### src/rtl/asq_regs.vh
/*
  constants of the serial control sequencer: configuration byte fields,
  power/clock codes, reset values and internal conversion timing.
  assumes the includer runs on the 25 MHz mclk.
*/
`ifndef ASQ_REGS_VH
`define ASQ_REGS_VH

// configuration byte field positions
`define ASQ_CFG_START      7
`define ASQ_CFG_PICK2      6
`define ASQ_CFG_PICK1      5
`define ASQ_CFG_PICK0      4
`define ASQ_CFG_POLARITY   3
`define ASQ_CFG_INPUT      2
`define ASQ_CFG_PWR_HI     1
`define ASQ_CFG_PWR_LO     0

// power / clock codes
`define ASQ_PWR_FULL_DN    2'h0
`define ASQ_PWR_FAST_DN    2'h1
`define ASQ_PWR_INT_CLK    2'h2
`define ASQ_PWR_EXT_CLK    2'h3

// reset state: internal clock, single-ended, input 0
`define ASQ_CFG_RESET      8'h06
`define ASQ_RES_RESET      12'h000

// mux select code of the shared return input
`define ASQ_SEL_SHARED     4'h8

// successive approximation width (10 result bits plus 2 sub-lsb bits)
`define ASQ_SAR_BITS       12
`define ASQ_SAR_MSB        12'h800
// decisions shown before a new start bit is accepted (through bit 3)
`define ASQ_START_OK_CNT   4'h7
// receiver bit counts after the start bit
`define ASQ_RX_PICKS       3'h2
`define ASQ_RX_POLARITY    3'h3
`define ASQ_RX_INPUT       3'h4
`define ASQ_RX_LAST        3'h6

// internal conversion: longest low time of the strobe
`define ASQ_CONV_MAX_NS    7500
`define ASQ_MCLK_MHZ       25
`define ASQ_CONV_CYC       ((`ASQ_CONV_MAX_NS * `ASQ_MCLK_MHZ) / 1000)
`define ASQ_STEP_LAST      8'h0e  // last count of one step: 187 mclk / 12 steps, minus one

// result fifo
`define ASQ_FIFO_DEPTH     8
`define ASQ_FIFO_AW        3

`endif

### src/rtl/asq_sequencer.v
/*
  serial control and sequencing logic of an eight-input successive
  approximation converter: start-bit detection, configuration byte,
  track/hold timing, conversion on the serial clock or on an internal
  timer, completion strobe and msb-first result shifting.
  assumes cs_n, sclk, din and the comparator come from outside mclk's
  domain; the analog mux, dac and comparator sit outside this module.
*/
// Functional notes
// - capture din on each sclk rise, cs low
// - cs fall starts nothing; first one is bit7
// - bits 6..4 choose converter inputs
// - bit 3 picks unipolar or bipolar range
// - bit 2: shared return or paired difference
// - single-ended positive index from pick bits
// - differential pairs, pick2 swaps polarity
// - low two bits: power and clock code
// - track during last three bits, hold after
// - conversion starts on fall after bit eight
// - external mode: strobe high one sclk period
// - external mode: twelve decisions on falls
// - external mode: cs high floats strobe, dout
// - internal mode: strobe low at most 7.5us, longer while the fifo is full
// - internal mode: result held, msb after strobe
// - internal mode: cs high spares conversion, strobe
// - data on falls; straight binary or twos
// - result framed by zero, sub-lsb, trailing zeros
// - new start only after bit 3 shown
// - cs toggle abandons external conversion, next one restarts
// - reset: internal mode, strobe high, zeros out
// - power code: convert first, then power down
`timescale 1ns/1ns
`default_nettype none
`include "asq_regs.vh"
module asq_sequencer (
  input  wire        mclk,               // 25 mhz system clock
  input  wire        nrst,               // synchronous reset, active low
  input  wire        clk_en,             // freezes all state while low
  input  wire        cs_n,               // chip select pin, active low
  input  wire        sclk,               // serial clock pin
  input  wire        din,                // serial data in pin
  input  wire        cmp_hi,             // comparator: input above trial
  input  wire        res_ready,          // result stream consumer ready
  output reg         dout,               // serial data out
  output reg         dout_oe_n,          // dout enable, low drives
  output reg         completion_strobe,  // completion strobe level
  output reg         strobe_oe_n,        // strobe enable, low drives
  output reg         th_track,           // track/hold: high tracks
  output reg  [11:0] dac_code,           // trial code to the dac
  output reg  [3:0]  pos_sel,            // positive input select
  output reg  [3:0]  neg_sel,            // negative input, 8 is shared
  output reg         polarity_mode,      // high unipolar, low bipolar
  output reg         pwr_full_dn,        // full power-down active
  output reg         pwr_fast_dn,        // fast power-down active
  output wire [11:0] res_data,           // result stream word
  output wire        res_valid,          // result stream valid
  output reg         res_drop            // result lost, fifo full
);

  localparam ST_IDLE = 2'h0;             // no conversion running
  localparam ST_EXT  = 2'h1;             // decisions on sclk falls
  localparam ST_INT  = 2'h2;             // decisions on internal timer
  localparam ST_PUSH = 2'h3;             // internal result waits for fifo

  // pin synchronisers, two flops each
  reg [1:0] s_sclk;                      // sclk synchroniser
  reg [1:0] s_cs;                        // cs_n synchroniser
  reg [1:0] s_din;                       // din synchroniser
  reg [1:0] s_cmp;                       // comparator synchroniser
  reg       sclk_d;                      // previous synced sclk
  reg       cs_d;                        // previous synced cs_n

  // receiver
  reg       rx_on;                       // start bit seen, shifting
  reg [2:0] rx_cnt;                      // bits after the start bit
  reg [5:0] rx_sr;                       // bits received so far
  reg [7:0] conversion_config_byte;      // last complete byte
  reg       armed;                       // byte done, waits for fall
  reg       trk_pend;                    // start tracking at next fall

  // converter
  reg [1:0]  st;                         // converter state
  reg        ext_mode;                   // clock mode in force
  reg [11:0] mask;                       // bit under decision
  reg [7:0]  step_cnt;                   // internal step timer
  reg [3:0]  shown;                      // bits put on dout
  reg        cs_tog;                     // cs went high mid conversion
  reg        pd_req;                     // power down after this one
  reg        pd_fast;                    // requested power-down is fast
  reg [11:0] held;                       // held result
  reg [11:0] out_sr;                     // result shift register
  reg        push_v;                     // result offered to fifo
  wire       fifo_rdy;                   // fifo has room

  wire sclk_rise = s_sclk[1] & ~sclk_d;  // edges of the synced clock
  wire sclk_fall = ~s_sclk[1] & sclk_d;
  wire cs_low    = ~s_cs[1];
  wire cs_rise   = s_cs[1] & ~cs_d;
  wire cs_fall   = ~s_cs[1] & cs_d;
  wire bipolar   = ~polarity_mode;

  // decision at the current bit, and its formatted output bit
  wire [11:0] sar_keep = s_cmp[1] ? dac_code : (dac_code & ~mask);
  wire [11:0] res_fmt  = bipolar ? {~sar_keep[11], sar_keep[10:0]} : sar_keep;
  wire        dec_bit  = (mask[11] & bipolar) ? ~s_cmp[1] : s_cmp[1];
  wire        last_dec = mask[0];

  // a new start bit is taken when idle, past bit 3, or after a cs toggle
  wire start_ok = (st == ST_IDLE) || (shown >= `ASQ_START_OK_CNT) || cs_tog;
  // next clock mode: power codes keep the mode already in force
  wire next_ext = conversion_config_byte[`ASQ_CFG_PWR_HI] ?
                  conversion_config_byte[`ASQ_CFG_PWR_LO] : ext_mode;

  // synchronisers and edge history
  always @(posedge mclk) begin
    if (!nrst) begin
      s_sclk <= 2'h0;
      s_cs   <= 2'h3;
      s_din  <= 2'h0;
      s_cmp  <= 2'h0;
      sclk_d <= 1'b0;
      cs_d   <= 1'b1;
    end else if (clk_en) begin
      s_sclk <= {s_sclk[0], sclk};
      s_cs   <= {s_cs[0], cs_n};
      s_din  <= {s_din[0], din};
      s_cmp  <= {s_cmp[0], cmp_hi};
      sclk_d <= s_sclk[1];
      cs_d   <= s_cs[1];
    end
  end

  // receiver: start bit, configuration byte, mux select, tracking
  always @(posedge mclk) begin
    if (!nrst) begin
      rx_on                  <= 1'b0;
      rx_cnt                 <= 3'h0;
      rx_sr                  <= 6'h00;
      conversion_config_byte <= `ASQ_CFG_RESET;
      pos_sel                <= 4'h0;
      neg_sel                <= `ASQ_SEL_SHARED;
      polarity_mode          <= 1'b1;
      trk_pend               <= 1'b0;
    end else if (clk_en) begin
      if (cs_rise) begin
        rx_on    <= 1'b0;              // cs high blocks input
        trk_pend <= 1'b0;
      end else if (sclk_rise && cs_low) begin
        if (!rx_on) begin
          // zeros before the start bit do nothing
          if (s_din[1] && start_ok) begin
            rx_on  <= 1'b1;
            rx_cnt <= 3'h0;
          end
        end else begin
          rx_sr  <= {rx_sr[4:0], s_din[1]};
          rx_cnt <= rx_cnt + 3'h1;
          if (rx_cnt == `ASQ_RX_PICKS) begin
            // positive side is the same index in both input modes
            pos_sel <= {1'b0, rx_sr[0], s_din[1], rx_sr[1]};
          end
          if (rx_cnt == `ASQ_RX_POLARITY) begin
            polarity_mode <= s_din[1];
            trk_pend      <= 1'b1;      // fifth bit in, track from next fall
          end
          if (rx_cnt == `ASQ_RX_INPUT) begin
            // shared return, or the partner of the pair
            neg_sel <= s_din[1] ? `ASQ_SEL_SHARED : {1'b0, rx_sr[2], rx_sr[1], ~rx_sr[3]};
          end
          if (rx_cnt == `ASQ_RX_LAST) begin
            conversion_config_byte <= {1'b1, rx_sr, s_din[1]};
            rx_on                  <= 1'b0;
          end
        end
      end else if (sclk_fall) begin
        trk_pend <= 1'b0;
      end
    end
  end

  // converter, strobe, output shifting and power state
  always @(posedge mclk) begin
    if (!nrst) begin
      st                <= ST_IDLE;
      ext_mode          <= 1'b0;      // internal mode at power-on
      armed             <= 1'b0;
      mask              <= 12'h000;
      dac_code          <= 12'h000;
      step_cnt          <= 8'h00;
      shown             <= 4'h0;
      cs_tog            <= 1'b0;
      pd_req            <= 1'b0;
      pd_fast           <= 1'b0;
      held              <= `ASQ_RES_RESET;
      out_sr            <= 12'h000;  // shifts zeros until a result
      push_v            <= 1'b0;
      res_drop          <= 1'b0;
      dout              <= 1'b0;
      dout_oe_n         <= 1'b1;
      completion_strobe <= 1'b1;
      strobe_oe_n       <= 1'b0;
      th_track          <= 1'b0;
      pwr_full_dn       <= 1'b0;
      pwr_fast_dn       <= 1'b0;
    end else if (clk_en) begin
      res_drop  <= 1'b0;
      dout_oe_n <= s_cs[1];           // dout floats while cs high
      // the eighth bit arms the converter; the start bit powers up
      if (sclk_rise && cs_low && rx_on && rx_cnt == `ASQ_RX_LAST)
        armed <= 1'b1;
      if (sclk_rise && cs_low && !rx_on && s_din[1] && start_ok) begin
        pwr_full_dn <= 1'b0;
        pwr_fast_dn <= 1'b0;
      end
      if (sclk_fall && trk_pend)
        th_track <= 1'b1;
      // strobe drive: external mode floats it with cs high
      if (cs_rise && ext_mode) begin
        strobe_oe_n <= 1'b1;
      end else if (cs_fall) begin
        strobe_oe_n <= 1'b0;
        if (ext_mode)
          completion_strobe <= 1'b0;
      end
      if (cs_rise && st != ST_IDLE)
        cs_tog <= 1'b1;
      // fifo hand-off: external results cannot wait, so a full fifo drops
      if (push_v && fifo_rdy) begin
        push_v <= 1'b0;
      end else if (push_v && st != ST_PUSH) begin
        push_v   <= 1'b0;
        res_drop <= 1'b1;
      end
      if (cs_rise && armed) begin
        armed <= 1'b0;                // byte torn by cs
      end else if (sclk_fall && armed) begin
        // conversion begins here; hold the sample
        armed    <= 1'b0;
        th_track <= 1'b0;
        ext_mode <= next_ext;
        pd_req   <= ~conversion_config_byte[`ASQ_CFG_PWR_HI];
        pd_fast  <= conversion_config_byte[`ASQ_CFG_PWR_LO];
        mask     <= `ASQ_SAR_MSB;
        dac_code <= `ASQ_SAR_MSB;
        shown    <= 4'h0;
        cs_tog   <= 1'b0;
        step_cnt <= 8'h00;
        out_sr   <= 12'h000;
        dout     <= 1'b0;             // leading zero
        if (next_ext) begin
          st                <= ST_EXT;
          completion_strobe <= 1'b1;  // one sclk period high
          strobe_oe_n       <= 1'b0;
        end else begin
          st                <= ST_INT;
          completion_strobe <= 1'b0;  // low while converting
          strobe_oe_n       <= 1'b0;
        end
      end else begin
        case (st)
          ST_EXT: begin
            if (cs_rise) begin
              st <= ST_IDLE;          // abandoned
            end else if (sclk_fall) begin
              // one decision per fall, shown at once
              completion_strobe <= 1'b0;
              dout     <= dec_bit;
              shown    <= shown + 4'h1;
              mask     <= {1'b0, mask[11:1]};
              dac_code <= sar_keep | {1'b0, mask[11:1]};
              if (last_dec) begin
                held        <= res_fmt;
                push_v      <= 1'b1;
                st          <= ST_IDLE;  // trailing zeros follow
                pwr_full_dn <= pd_req & ~pd_fast;
                pwr_fast_dn <= pd_req & pd_fast;
              end
            end
          end
          ST_INT: begin
            // internal timer, cs high leaves it alone
            if (step_cnt == `ASQ_STEP_LAST) begin
              step_cnt <= 8'h00;
              mask     <= {1'b0, mask[11:1]};
              dac_code <= sar_keep | {1'b0, mask[11:1]};
              if (last_dec) begin
                held   <= res_fmt;
                push_v <= 1'b1;
                st     <= ST_PUSH;
              end
            end else begin
              step_cnt <= step_cnt + 8'h01;
            end
            if (sclk_fall) begin
              dout   <= out_sr[11];
              out_sr <= {out_sr[10:0], 1'b0};
            end
          end
          ST_PUSH: begin
            // strobe rises once the fifo takes the word
            if (fifo_rdy) begin
              completion_strobe <= 1'b1;
              out_sr            <= held;
              st                <= ST_IDLE;
              pwr_full_dn       <= pd_req & ~pd_fast;
              pwr_fast_dn       <= pd_req & pd_fast;
            end
          end
          default: begin
            // idle: falls shift out_sr msb first, the held result after an internal conversion, then zeros
            if (sclk_fall) begin
              dout   <= out_sr[11];
              out_sr <= {out_sr[10:0], 1'b0};
              if (shown != 4'hf)
                shown <= shown + 4'h1;
            end
          end
        endcase
      end
    end
  end

  // result stream; back-pressure stalls internal completion
  asq_fifo #(
    .W  (`ASQ_SAR_BITS),
    .D  (`ASQ_FIFO_DEPTH),
    .AW (`ASQ_FIFO_AW)
  ) u_fifo (
    .mclk      (mclk),
    .nrst      (nrst),
    .clk_en    (clk_en),
    .in_valid  (push_v),
    .in_data   (held),
    .in_ready  (fifo_rdy),
    .out_valid (res_valid),
    .out_data  (res_data),
    .out_ready (res_ready)
  );

endmodule // asq_sequencer
`default_nettype wire

### src/rtl/asq_fifo.v
/*
  small result fifo with a registered output stage.
  assumes one clock, synchronous active-low reset, and a clock enable
  that freezes all state.
*/
`timescale 1ns/1ns
`default_nettype none
module asq_fifo #(
  parameter W  = 12,                   // word width
  parameter D  = 8,                    // storage depth, power of two
  parameter AW = 3                     // pointer width, log2 of d
) (
  input  wire         mclk,            // system clock
  input  wire         nrst,            // synchronous reset, active low
  input  wire         clk_en,          // freezes state while low
  input  wire         in_valid,        // write side word offered
  input  wire [W-1:0] in_data,         // write side word
  output wire         in_ready,        // room for a word
  output reg          out_valid,       // read side word present
  output reg  [W-1:0] out_data,        // read side word, registered
  input  wire         out_ready        // reader takes the word
);

  reg [W-1:0] mem [0:D-1];             // storage array
  reg [AW-1:0] wp;                     // write pointer
  reg [AW-1:0] rp;                     // read pointer
  reg [AW:0]   cnt;                    // words held in the array

  wire push = in_valid & in_ready;     // accepted write
  wire pop  = (cnt != {(AW+1){1'b0}}) & (~out_valid | out_ready);  // refill output stage

  // full only when the array holds d words; the output stage adds one more
  assign in_ready = (cnt != D[AW:0]);

  // pointers, count and output stage
  always @(posedge mclk) begin
    if (!nrst) begin
      wp        <= {AW{1'b0}};
      rp        <= {AW{1'b0}};
      cnt       <= {(AW+1){1'b0}};
      out_valid <= 1'b0;
      out_data  <= {W{1'b0}};
    end else if (clk_en) begin
      if (push) begin
        mem[wp] <= in_data;
        wp      <= wp + 1'b1;
      end
      if (pop) begin
        out_data  <= mem[rp];
        out_valid <= 1'b1;
        rp        <= rp + 1'b1;
      end else if (out_ready) begin
        out_valid <= 1'b0;             // word taken, nothing behind it
      end
      if (push & ~pop)
        cnt <= cnt + 1'b1;
      else if (pop & ~push)
        cnt <= cnt - 1'b1;
    end
  end

endmodule // asq_fifo
`default_nettype wire

### config.mk
export PLATFORM = sky130hd
export DESIGN_NAME = asq_sequencer
export DESIGN_NICKNAME = d
export VERILOG_FILES = /design/src/rtl/asq_sequencer.v /design/src/rtl/asq_fifo.v
export VERILOG_INCLUDE_DIRS = /design/src /design/src/rtl
export SDC_FILE = /design/constraint.sdc
export NUM_CORES = 1
export LEC_CHECK = 0
export CAP_MARGIN = 10
export CORE_MARGIN = 5
export CORE_UTILIZATION = 60
export DETAILED_ROUTE_END_ITERATION = 8
export DONT_BUFFER_PORTS = 1
export PLACE_DENSITY = 0.88
export SLEW_MARGIN = 20
export SYNTH_ARGS = -nofsm -noshare
export SYNTH_HDL_FRONTEND = slang
export SYNTH_HIERARCHICAL = 1
export SYNTH_SLANG_ARGS = --single-unit
export TNS_END_PERCENT = 5
### constraint.sdc
create_clock -name mclk -period 3.2 [get_ports mclk]
set_clock_uncertainty 0.15 [all_clocks]
set_input_delay 0.96 -clock mclk [delete_from_list [all_inputs] [get_ports mclk]]
set_output_delay 0.96 -clock mclk [all_outputs]
set_load 0.03 [all_outputs]
==> impl_summary.log, run 1 <==
INFO  metric status = finished, final reports clean
INFO  metric wire_length_of_the_first_global_routing_pass = between 30000 and 40000 um
INFO  metric p_leak = ~0.0034 uW
INFO  metric route.detailed.drc = 0
INFO  metric post_synth_instance_area = around 0.0094 mm2
INFO  metric final_hold_viol_count = 0
INFO  metric crit_path_dat = ~3.1 ns
INFO  metric timing.max_slew.rel_slack = 0.501
INFO  metric grt_usage = 0.222
INFO  metric grt_pass1_vias = 6129
INFO  metric number_of_synthesized_flops_with_an_enable_pin = 96
INFO  metric routed_wl = around 20000 um
INFO  metric nature_of_the_critical_path_endpoint = flop
INFO  metric clk_transition_reported_paths = approximately 0.06 ns
INFO  metric critical_path.n_buffers_inverters = 1
INFO  metric clock.fmax = ~360 MHz
INFO  metric postSynthNetCount = 831
INFO  metric start_kind = flop
INFO  metric required = 3.50 ns
INFO  metric regArea = 0.00543 mm2
INFO  metric drt_first_iter_violations = 544
INFO  metric worst_hold_path_type = flop to flop
INFO  metric drt-pass1-iter-count = 5
INFO  metric grt_max_degree = between 80 and 90
INFO  metric crit_path_max_incr_delay = 0.61 ns
INFO  metric finalHoldWorstSlack = approximately 0.30 ns
INFO  metric place.port_buffers = 0
INFO  metric vdd_drop_max = 428 uV
INFO  metric critical_path.max_fanout = 6
INFO  metric timing_worst_slew_pin_value = between 0.7 and 0.8 ns
INFO  metric clock_tree.root_cell = sky130_fd_sc_hd__clkbuf_16
INFO  metric die_area = ~0.018 mm2
INFO  metric gr-total-overflow = 0
INFO  metric sw_frac_of_total = 0.199
INFO  metric layout_area_growth_over_synthesis = 10.1%
INFO  metric gp_congestion = roughly 0.86
INFO  metric ports_placed_on_the_boundary = 50
INFO  metric cts.repair_timing.setup_buffer_count = 0
INFO  metric finalSetupViolCount = 0
INFO  metric fin_tns_setup = 0 ns
INFO  metric sw_pwr = around 1100 uW
INFO  metric flip_flop_and_latch_count_after_synthesis = roughly 220
INFO  metric power_density = 555 mW/mm2
INFO  metric n_antenna_cell = 0
INFO  metric synth_cell_type_count = 72
INFO  metric min_period_over_period = 0.872
INFO  metric postSynth.topFlopCell = sky130_fd_sc_hd__dfxtp_1
INFO  metric chipHeight = roughly 140 um
INFO  metric postCtsResizedCells = 0
INFO  metric internal_pwr_total = around 4600 uW
INFO  metric cts_htree_levels = 1
INFO  metric rsz0062_at_grt = no
INFO  metric numCtsBuffers = 23
INFO  metric pwr-share-seq = 0.515
INFO  metric clock_latency = roughly 0.52 ns
INFO  metric via_per_instance_ratio = 6.27
INFO  metric multi_input_area = about 0.0037 mm2
INFO  metric drt.antenna.violating_nets = 0
INFO  metric die-width = between 100 and 150 um
INFO  metric final.min_clock_period = around 2.8 ns
INFO  metric slowest_library_cell_on_the_worst_path = sky130_fd_sc_hd__or4b_4
INFO  metric rows = 45
INFO  metric max_cap_violations = 0
INFO  metric tritoncts = built
INFO  metric cts_hold_buffers = 0
INFO  metric initial_antenna_violation_count = 0
INFO  metric clk_path_buf_depth = 3
INFO  metric async_flop_share = 0
INFO  metric power_frac_clock = 0.475
INFO  metric total_power_after_layout = about 5800 uW
INFO  metric route.vias.total = roughly 6500
INFO  metric synth.yosys.warnings = 6
INFO  metric syn_area_per_cell = around 12 um2
INFO  metric top_family_by_delay_on_critical_path = simple AND/OR/NAND/NOR gates
INFO  metric netlist_instances = about 810
INFO  metric most-common-layout-cells = 127 x sky130_fd_sc_hd__dfxtp_1, 96 x sky130_fd_sc_hd__edfxtp_1, 74 x sky130_fd_sc_hd__nand2_1, 65 x sky130_fd_sc_hd__nor2_1, 36 x sky130_fd_sc_hd__mux2i_1
INFO  metric nFillCells = about 1100
INFO  metric design.final.nets = around 830
INFO  metric wire_per_inst = roughly 19 um
INFO  metric detailed_place_hpwl = 12600 um
INFO  metric core = ~0.015 mm2
INFO  metric share_comb_of_total_power = 0.010
INFO  metric commonest_non_fill_non_tap_cell_in_the_layout = sky130_fd_sc_hd__dfxtp_1
INFO  metric slew_viol_final = 0
INFO  metric crit_path_cell_trace = or4b_4, and2_1, ha_1, inv_1, ha_1, a21o_1, a21oi_1, mux2i_1, mux2i_1
INFO  metric clock_sinks = 223
INFO  metric final_layout_size_suffix_gt1_frac = 0.123
INFO  metric ys_seq_area_frac = 0.576
INFO  metric worst-setup-path-type = flop to flop
INFO  metric start_util = 0.615
[power groups by stage]
stage	sequential, uW	clock (uW)	combinational [uW]
2_1_floorplan	3020	0	66.1
3_3_place_gp	3020	0	54.0
3_5_place_dp	3020	0	54.5
4_1_cts	2960	2770	54.9
5_1_grt	2960	2910	60.9
6_report	2960	2730	55.2
[worst register-to-register path: cells and delay by family, from the launching register on]
family                     cells  cell delay (ns)
AOI/OAI and AO/OA              2             0.35
adders and majority gates      2             0.48
buffers and inverters          1             0.14
DFF                            1             0.38
muxes                          2             0.42
and+or+nand+nor                2             0.81
[state kept, by name (all words and copies together), names as in the netlist, 3 cells and up]
name / cells
step_cnt: 8
u_fifo/wp: 3
neg_sel: 4
mask: 12
pos_sel: 3
held: 12
u_fifo/cnt: 4
u_fifo/mem: 96
dac_code: 12
rx_cnt: 3
out_sr: 12
u_fifo/out_data: 12
rx_sr: 4
u_fifo/rp: 3
shown: 4
[worst paths after layout]
| check | start | endpoint | slack (ns) | depth (start not counted) |
|---|---|---|---|---|
| setup / recovery | u_fifo/cnt[0]$_SDFFE_PN0P_ | u_fifo/cnt[3]$_SDFFE_PN0P_ | 0.41 | 9 |
| hold / removal | rx_sr[3]$_SDFFE_PN0P_ | rx_sr[3]$_SDFFE_PN0P_ | 0.30 | 2 |
| setup reg to reg | u_fifo/cnt[0]$_SDFFE_PN0P_ | u_fifo/cnt[3]$_SDFFE_PN0P_ | 0.41 | 9 |
| hold reg to reg | rx_sr[3]$_SDFFE_PN0P_ | rx_sr[3]$_SDFFE_PN0P_ | 0.30 | 2 |
[stage by stage]
| stage | setup slack [ns] | instances | util | cell area [um2] |
|---|---|---|---|---|
| 2_1_floorplan | 0.277 | 806 | - | 9420 |
| 3_3_place_gp | 0.367 | 987 | 0.626 | 9590 |
| 3_5_place_dp | 0.237 | 987 | 0.626 | 9590 |
| 4_1_cts | 0.399 | 1029 | 0.677 | 10400 |
| 5_1_grt | 0.221 | 1029 | 0.677 | 10400 |
| 6_report | 0.408 | 1029 | 0.677 | 10400 |
[logic make-up after synthesis]
logic type,count (synthesis),share of synthesized area
other,1,0.000398
buffers and inverters,70,0.0369
and+or+nand+nor,269,0.145
xor gates and xnor gates,17,0.0158
DFF,223,0.576
AOI/OAI and AO/OA,149,0.107
muxes,60,0.0956
adders and majority gates,17,0.0234
[layer usage]
| metal | vias up | wire [um] | global-route usage |
|---|---|---|---|
| li1 | 2979 | - | - |
| met1 | 3134 | 7820 | 0.285 |
| met2 | 282 | 9950 | 0.381 |
| met3 | 60 | 1630 | 0.0490 |
| met4 | 0 | 638 | 0.0633 |
| met5 | - | 0 | 0 |
[layout make-up]
cell class,count,share of cell area
clock inverters,14,0.0153
inverters,20,0.00724
flip-flops and latches,223,0.523
well taps,211,0.0255
clock buffers,28,0.0602
multi-input cells,513,0.354
repair buffers,20,0.0145
[cells in the mapped netlist, types with 5 or more instances]
cell                       count  area share
sky130_fd_sc_hd__a21oi_1      31       0.016
sky130_fd_sc_hd__a221o_1       7      0.0074
sky130_fd_sc_hd__and2_1        7      0.0046
sky130_fd_sc_hd__buf_1         5      0.0020
sky130_fd_sc_hd__buf_2        15      0.0080
sky130_fd_sc_hd__buf_4         7      0.0056
sky130_fd_sc_hd__buf_6         5      0.0060
sky130_fd_sc_hd__clkbuf_1     16      0.0064
sky130_fd_sc_hd__dfxtp_1     127        0.27
sky130_fd_sc_hd__edfxtp_1     96        0.31
sky130_fd_sc_hd__ha_1         16       0.021
sky130_fd_sc_hd__inv_1        20      0.0080
sky130_fd_sc_hd__mux2i_1      36       0.038
sky130_fd_sc_hd__mux4_2       24       0.057
sky130_fd_sc_hd__nand2_1      74       0.029
sky130_fd_sc_hd__nand2b_1     18       0.012
sky130_fd_sc_hd__nand3_1      30       0.016
sky130_fd_sc_hd__nand3b_1      5      0.0040
sky130_fd_sc_hd__nand4_1      17       0.011
sky130_fd_sc_hd__nor2_1       65       0.026
sky130_fd_sc_hd__nor2b_1       9      0.0060
sky130_fd_sc_hd__nor3_1       15      0.0080
sky130_fd_sc_hd__nor4_1        5      0.0033
sky130_fd_sc_hd__o21ai_0      23       0.012
sky130_fd_sc_hd__o21ai_1      11      0.0058
sky130_fd_sc_hd__o22ai_1      25       0.017
sky130_fd_sc_hd__o41ai_1      13       0.012
sky130_fd_sc_hd__xnor2_1      10      0.0093
sky130_fd_sc_hd__xor2_1        7      0.0065
(Power assumes the default switching activity.)
==> inputs of run 2 (changes only) <==
--- a/config.mk
+++ b/config.mk
@@ -8,10 +8,11 @@
 export LEC_CHECK = 0
 export CAP_MARGIN = 10
 export CORE_MARGIN = 5
-export CORE_UTILIZATION = 60
+export CORE_UTILIZATION = 50
 export DETAILED_ROUTE_END_ITERATION = 8
 export DONT_BUFFER_PORTS = 1
-export PLACE_DENSITY = 0.88
+export PLACE_DENSITY = 0.77
+export RECOVER_POWER = 50
 export SLEW_MARGIN = 20
 export SYNTH_ARGS = -nofsm -noshare
 export SYNTH_HDL_FRONTEND = slang
==> impl_summary.log, run 2 (synthesized netlist as in run 1, its figures left out) <==
INFO  metric status = finished, final reports clean
INFO  metric clock.fmax = 350 MHz
INFO  metric pwr-share-seq = 0.527
INFO  metric rows = 50
INFO  metric detailed_place_hpwl = between 10000 and 15000 um
INFO  metric wire_per_inst = 18.5 um
INFO  metric crit_path_dat = around 3.2 ns
INFO  metric crit_path_max_incr_delay = around 0.66 ns
INFO  metric drt-pass1-iter-count = 5
INFO  metric stdcell_area = 0.0103 mm2
INFO  metric grt_max_degree = 89
INFO  metric cts_hold_buffers = 0
INFO  metric share_comb_of_total_power = 0.010
INFO  metric critical_path.max_fanout = 6
INFO  metric power_frac_clock = 0.463
INFO  metric die_area = about 0.022 mm2
INFO  metric routed_wl = a little under 20000 um
INFO  metric slowest_library_cell_on_the_worst_path = sky130_fd_sc_hd__or4b_1
INFO  metric vdd_drop_max = around 430 uV
INFO  metric max_cap_violations = 0
INFO  metric finalSetupViolCount = 0
INFO  metric top_register = u_fifo/mem
INFO  metric drt.antenna.violating_nets = 0
INFO  metric final_hold_viol_count = 0
INFO  metric slew_viol_final = 0
INFO  metric commonest_non_fill_non_tap_cell_in_the_layout = sky130_fd_sc_hd__dfxtp_1
INFO  metric internal_pwr_total = between 4000 and 5000 uW
INFO  metric initial_antenna_violation_count = 0
INFO  metric gr-total-overflow = 0
INFO  metric route.vias.total = between 6000 and 7000
INFO  metric via_per_instance_ratio = 5.92
INFO  metric cts.repair_timing.setup_buffer_count = 0
INFO  metric multi_input_area = about 0.0036 mm2
INFO  metric worst_hold_path_type = flop to flop
INFO  metric clock_latency = 0.52 ns
INFO  metric grt_pass1_vias = between 5000 and 6000
INFO  metric clk_transition_reported_paths = around 0.06 ns
INFO  metric timing_worst_slew_pin_value = roughly 1.5 ns
INFO  metric sw_frac_of_total = 0.198
INFO  metric gp_congestion = just over 0.8
INFO  metric tritoncts = built
INFO  metric clock_sinks = 223
INFO  metric drt_first_iter_violations = slightly below 500
INFO  metric placedInstanceArea = between 0.009 and 0.01 mm2
INFO  metric wire_length_of_the_first_global_routing_pass = ~32000 um
INFO  metric fin_tns_setup = 0 ns
INFO  metric regArea = ~0.0054 mm2
INFO  metric nature_of_the_critical_path_endpoint = flop
INFO  metric core = 0.0186 mm2
INFO  metric chipHeight = 147 um
INFO  metric final.min_clock_period = between 2 and 3 ns
INFO  metric total_power_after_layout = around 5600 uW
INFO  metric place.port_buffers = 0
INFO  metric cts_htree_levels = 1
INFO  metric nFillCells = ~1500
INFO  metric largest_register_ff_count = 96
INFO  metric grt_usage = 0.178
INFO  metric n_antenna_cell = 0
INFO  metric postCtsResizedCells = 0
INFO  metric worst-setup-path-type = flop to flop
INFO  metric most-common-layout-cells = 127 x sky130_fd_sc_hd__dfxtp_1, 96 x sky130_fd_sc_hd__edfxtp_1, 74 x sky130_fd_sc_hd__nand2_1, 65 x sky130_fd_sc_hd__nor2_1, 36 x sky130_fd_sc_hd__mux2i_1
INFO  metric sw_pwr = between 1000 and 1500 uW
INFO  metric layout_area_growth_over_synthesis = 9.52%
INFO  metric clock_tree.root_cell = sky130_fd_sc_hd__clkbuf_16
INFO  metric die-width = around 150 um
INFO  metric p_leak = 0.00337 uW
INFO  metric top_family_by_delay_on_critical_path = simple AND/OR/NAND/NOR gates
INFO  metric rsz0062_at_grt = no
INFO  metric ports_placed_on_the_boundary = 50
INFO  metric reg2reg_setup_slack = 0.34 ns
INFO  metric min_period_over_period = 0.893
INFO  metric numCtsBuffers = 23
INFO  metric power_density = approximately 550 mW/mm2
INFO  metric final_layout_size_suffix_gt1_frac = 0.110
INFO  metric critical_path.n_buffers_inverters = 1
INFO  metric crit_path_cell_trace = or4b_1, and2_1, ha_1, inv_1, ha_1, a21o_1, a21oi_1, mux2i_1, mux2i_1
INFO  metric start_kind = flop
INFO  metric route.detailed.drc = 0
INFO  metric design.final.nets = a little over 800
INFO  metric timing.max_slew.rel_slack = 0.0220
INFO  metric required = between 3 and 4 ns
INFO  metric clk_path_buf_depth = 3
INFO  metric start_util = 0.505
[run 2: cell types whose count changed in the layout (fill, tap and decap cells not counted), sizes merged]
cell	delta
buf	-6
clkinvlp	-2
clkbuf	+16
bufinv	-3
clkinv	-5
[run 2: worst register-to-register path, stage by stage (launching register included)]
cell and delay [ns]:
sky130_fd_sc_hd__dfxtp_1 0.37, sky130_fd_sc_hd__or4b_1 0.67, sky130_fd_sc_hd__and2_1 0.24, sky130_fd_sc_hd__ha_1 0.21, sky130_fd_sc_hd__inv_1 0.14, sky130_fd_sc_hd__ha_1 0.26, sky130_fd_sc_hd__a21o_1 0.17, sky130_fd_sc_hd__a21oi_1 0.16
sky130_fd_sc_hd__mux2i_1 0.24, sky130_fd_sc_hd__mux2i_1 0.19
[run 2: per-layer routing]
layer  GRT usage  wire, um  vias up
met5           0         0        -
met4      0.0401       455        0
met3      0.0419      1350       35
met2       0.296      9220      193
met1       0.240      8480     3017
li1            -         -     2984
[run 2: layout make-up]
type	instances	area share
Sequential cell	223	0.526
Multi-Input combinational cell	513	0.353
Clock buffer	38	0.0700
Tap cell	234	0.0284
Timing Repair Buffer	20	0.0125
Inverter	20	0.00728
Clock inverter	4	0.00340
[run 2: path summary, 6_finish.rpt]
path / cells past startpoint / end / start
hold reg to reg: 2 / rx_sr[3]$_SDFFE_PN0P_ / rx_sr[3]$_SDFFE_PN0P_
setup reg to reg: 9 / u_fifo/cnt[3]$_SDFFE_PN0P_ / u_fifo/cnt[0]$_SDFFE_PN0P_
setup / recovery: 9 / u_fifo/cnt[3]$_SDFFE_PN0P_ / u_fifo/cnt[0]$_SDFFE_PN0P_
hold / removal: 2 / rx_sr[3]$_SDFFE_PN0P_ / rx_sr[3]$_SDFFE_PN0P_
[run 2: stage by stage]
step,util,hold WS [ns],std cells,setup WS [ns]
global route,0.553,0.343,1052,0.171
global placement,0.516,0.293,1010,0.333
floorplan,-,0.282,806,0.277
finish,0.553,0.318,1052,0.342
CTS,0.556,0.321,1052,0.425
detailed placement,0.516,0.311,1010,0.300
[run 2: power by group through the flow]
stage	Clock [uW]	Combinational, uW	Sequential [uW]
floorplan	0	66.1	3020
global route	2790	59.8	2960
detailed placement	0	54.9	3030
CTS	2660	55.4	2960
finish	2610	54.6	2960
global placement	0	54.2	3030
==> inputs of run 3 (changes only) <==
--- a/config.mk
+++ b/config.mk
@@ -6,12 +6,13 @@
 export SDC_FILE = /design/constraint.sdc
 export NUM_CORES = 1
 export LEC_CHECK = 0
+export BUFFER_PORTS_ARGS = -buffer_cell sky130_fd_sc_hd__buf_2
 export CAP_MARGIN = 10
 export CORE_MARGIN = 5
 export CORE_UTILIZATION = 50
 export DETAILED_ROUTE_END_ITERATION = 8
-export DONT_BUFFER_PORTS = 1
-export PLACE_DENSITY = 0.77
+export HOLD_SLACK_MARGIN = 0.06
+export PLACE_DENSITY = 0.79
 export RECOVER_POWER = 50
 export SLEW_MARGIN = 20
 export SYNTH_ARGS = -nofsm -noshare
==> impl_summary.log, run 3 (synthesized netlist as in run 1, its figures left out) <==
INFO  metric clock_tree.root_cell = sky130_fd_sc_hd__clkbuf_16
INFO  metric place.port_buffers = 48
INFO  metric core = about 0.019 mm2
INFO  metric final_layout_size_suffix_gt1_frac = 0.162
INFO  metric status = finished, final reports clean
INFO  metric die_area = 0.0217 mm2
INFO  metric wire_length_of_the_first_global_routing_pass = 32800 um
INFO  metric clock_latency = between 0.5 and 0.6 ns
INFO  metric fin_tns_setup = 0 ns
INFO  metric clock_sinks = about 220
INFO  metric vdd_drop_max = roughly 370 uV
INFO  metric gr-total-overflow = 0
INFO  metric grt_max_degree = 46
INFO  metric largest_register_ff_count = 96
INFO  metric route.detailed.drc = 0
INFO  metric timing.rr.start = u_fifo/cnt[0]$_SDFFE_PN0P_
INFO  metric design.final.nets = 879
INFO  metric final_hold_viol_count = 0
INFO  metric stdcell_area = ~0.011 mm2
INFO  metric top_family_by_delay_on_critical_path = simple AND/OR/NAND/NOR gates
INFO  metric detailed_place_hpwl = around 13000 um
INFO  metric clk_path_buf_depth = 3
INFO  metric layout_area_growth_over_synthesis = 12.5%
INFO  metric placed_cells = approximately 1100
INFO  metric die-width = between 100 and 150 um
INFO  metric p_leak = 0.00365 uW
INFO  metric worstHoldStart = rx_sr[3]$_SDFFE_PN0P_
INFO  metric tritoncts = built
INFO  metric required = around 3.5 ns
INFO  metric via_per_instance_ratio = a little under 6
INFO  metric timing.critical_path.from = clk_en
INFO  metric rsz0062_at_grt = no
INFO  metric worst_hold_path_type = flop to flop
INFO  metric postCtsResizedCells = 0
INFO  metric finalSetupViolCount = 0
INFO  metric drt-pass1-iter-count = 5
INFO  metric min_period_over_period = 0.902
INFO  metric numCtsBuffers = 23
INFO  metric cts_htree_levels = 1
INFO  metric start_kind = primary input
INFO  metric max_cap_violations = 0
INFO  metric final_cells = about 1100
INFO  metric grt_pass1_vias = 6166
INFO  metric nFillCells = roughly 1500
INFO  metric cts.repair_timing.setup_buffer_count = 0
INFO  metric routed_wl = between 20000 and 25000 um
INFO  metric top_register = u_fifo/mem
INFO  metric critical_path.max_fanout = 13
INFO  metric crit_path_dat = between 3 and 4 ns
INFO  metric nature_of_the_critical_path_endpoint = flop
INFO  metric n_antenna_cell = 0
INFO  metric drt.antenna.violating_nets = 0
INFO  metric power_density = around 530 mW/mm2
INFO  metric commonest_non_fill_non_tap_cell_in_the_layout = sky130_fd_sc_hd__dfxtp_1
INFO  metric clk_transition_reported_paths = approximately 0.050 ns
INFO  metric crit_path_cell_trace = clkbuf_1, and4bb_1, and2_0, nand3_2, or3b_1, a21oi_1
INFO  metric timing_worst_slew_pin_value = between 0.7 and 0.8 ns
INFO  metric drt_first_iter_violations = 464
INFO  metric initial_antenna_violation_count = 0
INFO  metric rows = 50
INFO  metric placedInstanceArea = slightly below 0.01 mm2
INFO  metric critical_path.n_buffers_inverters = 1
INFO  metric start_util = 0.505
INFO  metric wire_per_inst = 18.4 um
INFO  metric total_power_after_layout = 5660 uW
INFO  metric slowest_library_cell_on_the_worst_path = sky130_fd_sc_hd__clkbuf_1
INFO  metric slew_viol_final = 0
INFO  metric grt_usage = 0.183
INFO  metric crit_path_max_incr_delay = around 0.54 ns
INFO  metric timing.max_slew.rel_slack = 0.506
INFO  metric most-common-layout-cells = 127 x sky130_fd_sc_hd__dfxtp_1, 96 x sky130_fd_sc_hd__edfxtp_1, 74 x sky130_fd_sc_hd__nand2_1, 65 x sky130_fd_sc_hd__nor2_1, 47 x sky130_fd_sc_hd__buf_2
INFO  metric gp_congestion = about 0.84
INFO  metric cts_hold_buffers = 0
INFO  metric chipHeight = ~150 um
INFO  metric ports_placed_on_the_boundary = 50
INFO  metric worst-setup-path-type = primary input to flop
INFO  metric final.min_clock_period = 2.89 ns
INFO  metric route.vias.total = roughly 6500
INFO  metric clock.fmax = between 300 and 400 MHz
## run 3: tightest hold or removal path, delay by kind of cell (launching register included)
kind	cells	cell delay, ns
AOI/OAI and AO/OA	1	0.05
DFF	1	0.31
and+or+nand+nor	1	0.05
## run 3: through the flow
step	worst slack (ns)	hold WS [ns]	util
2_1_floorplan	0.277	0.282	-
3_3_place_gp	0.267	0.291	0.532
3_5_place_dp	0.174	0.300	0.532
4_1_cts	0.351	0.309	0.571
5_1_grt	0.158	0.323	0.568
6_report	0.315	0.305	0.568
## run 3: final timing paths
| kind | end | slack, ns | cells after the start |
|---|---|---|---|
| max | neg_sel[1]$_SDFFE_PN0P_ | 0.31 | 6 |
| min | rx_sr[3]$_SDFFE_PN0P_ | 0.30 | 2 |
| max reg2reg | u_fifo/cnt[3]$_SDFFE_PN0P_ | 0.35 | 9 |
| min reg2reg | rx_sr[3]$_SDFFE_PN0P_ | 0.30 | 2 |
## run 3: report_power, final
group | leakage, uW | total, uW | switching, uW | internal (uW)
Clock | 0.000361 | 2610 | 1090 | 1520
Sequential | 0.00184 | 2960 | 8.79 | 2950
Combinational | 0.00145 | 97.8 | 67.7 | 30.0
## run 3: layer usage
metal | wire length (um) | up-vias | GRT usage
li1 | - | 3092 | -
met1 | 9050 | 3182 | 0.246
met2 | 9760 | 167 | 0.312
met3 | 1060 | 29 | 0.0324
met4 | 395 | 0 | 0.0396
met5 | 0 | - | 0
## run 3: final cells by class
class	count	area [um2]	share of cell area
sequential	223	5430	0.512
multi-input combinational	513	3630	0.343
clock buffer	29	608	0.0574
timing repair buffer	73	438	0.0413
tap	234	293	0.0276
clock inverter	12	124	0.0117
inverter	20	75.1	0.00709
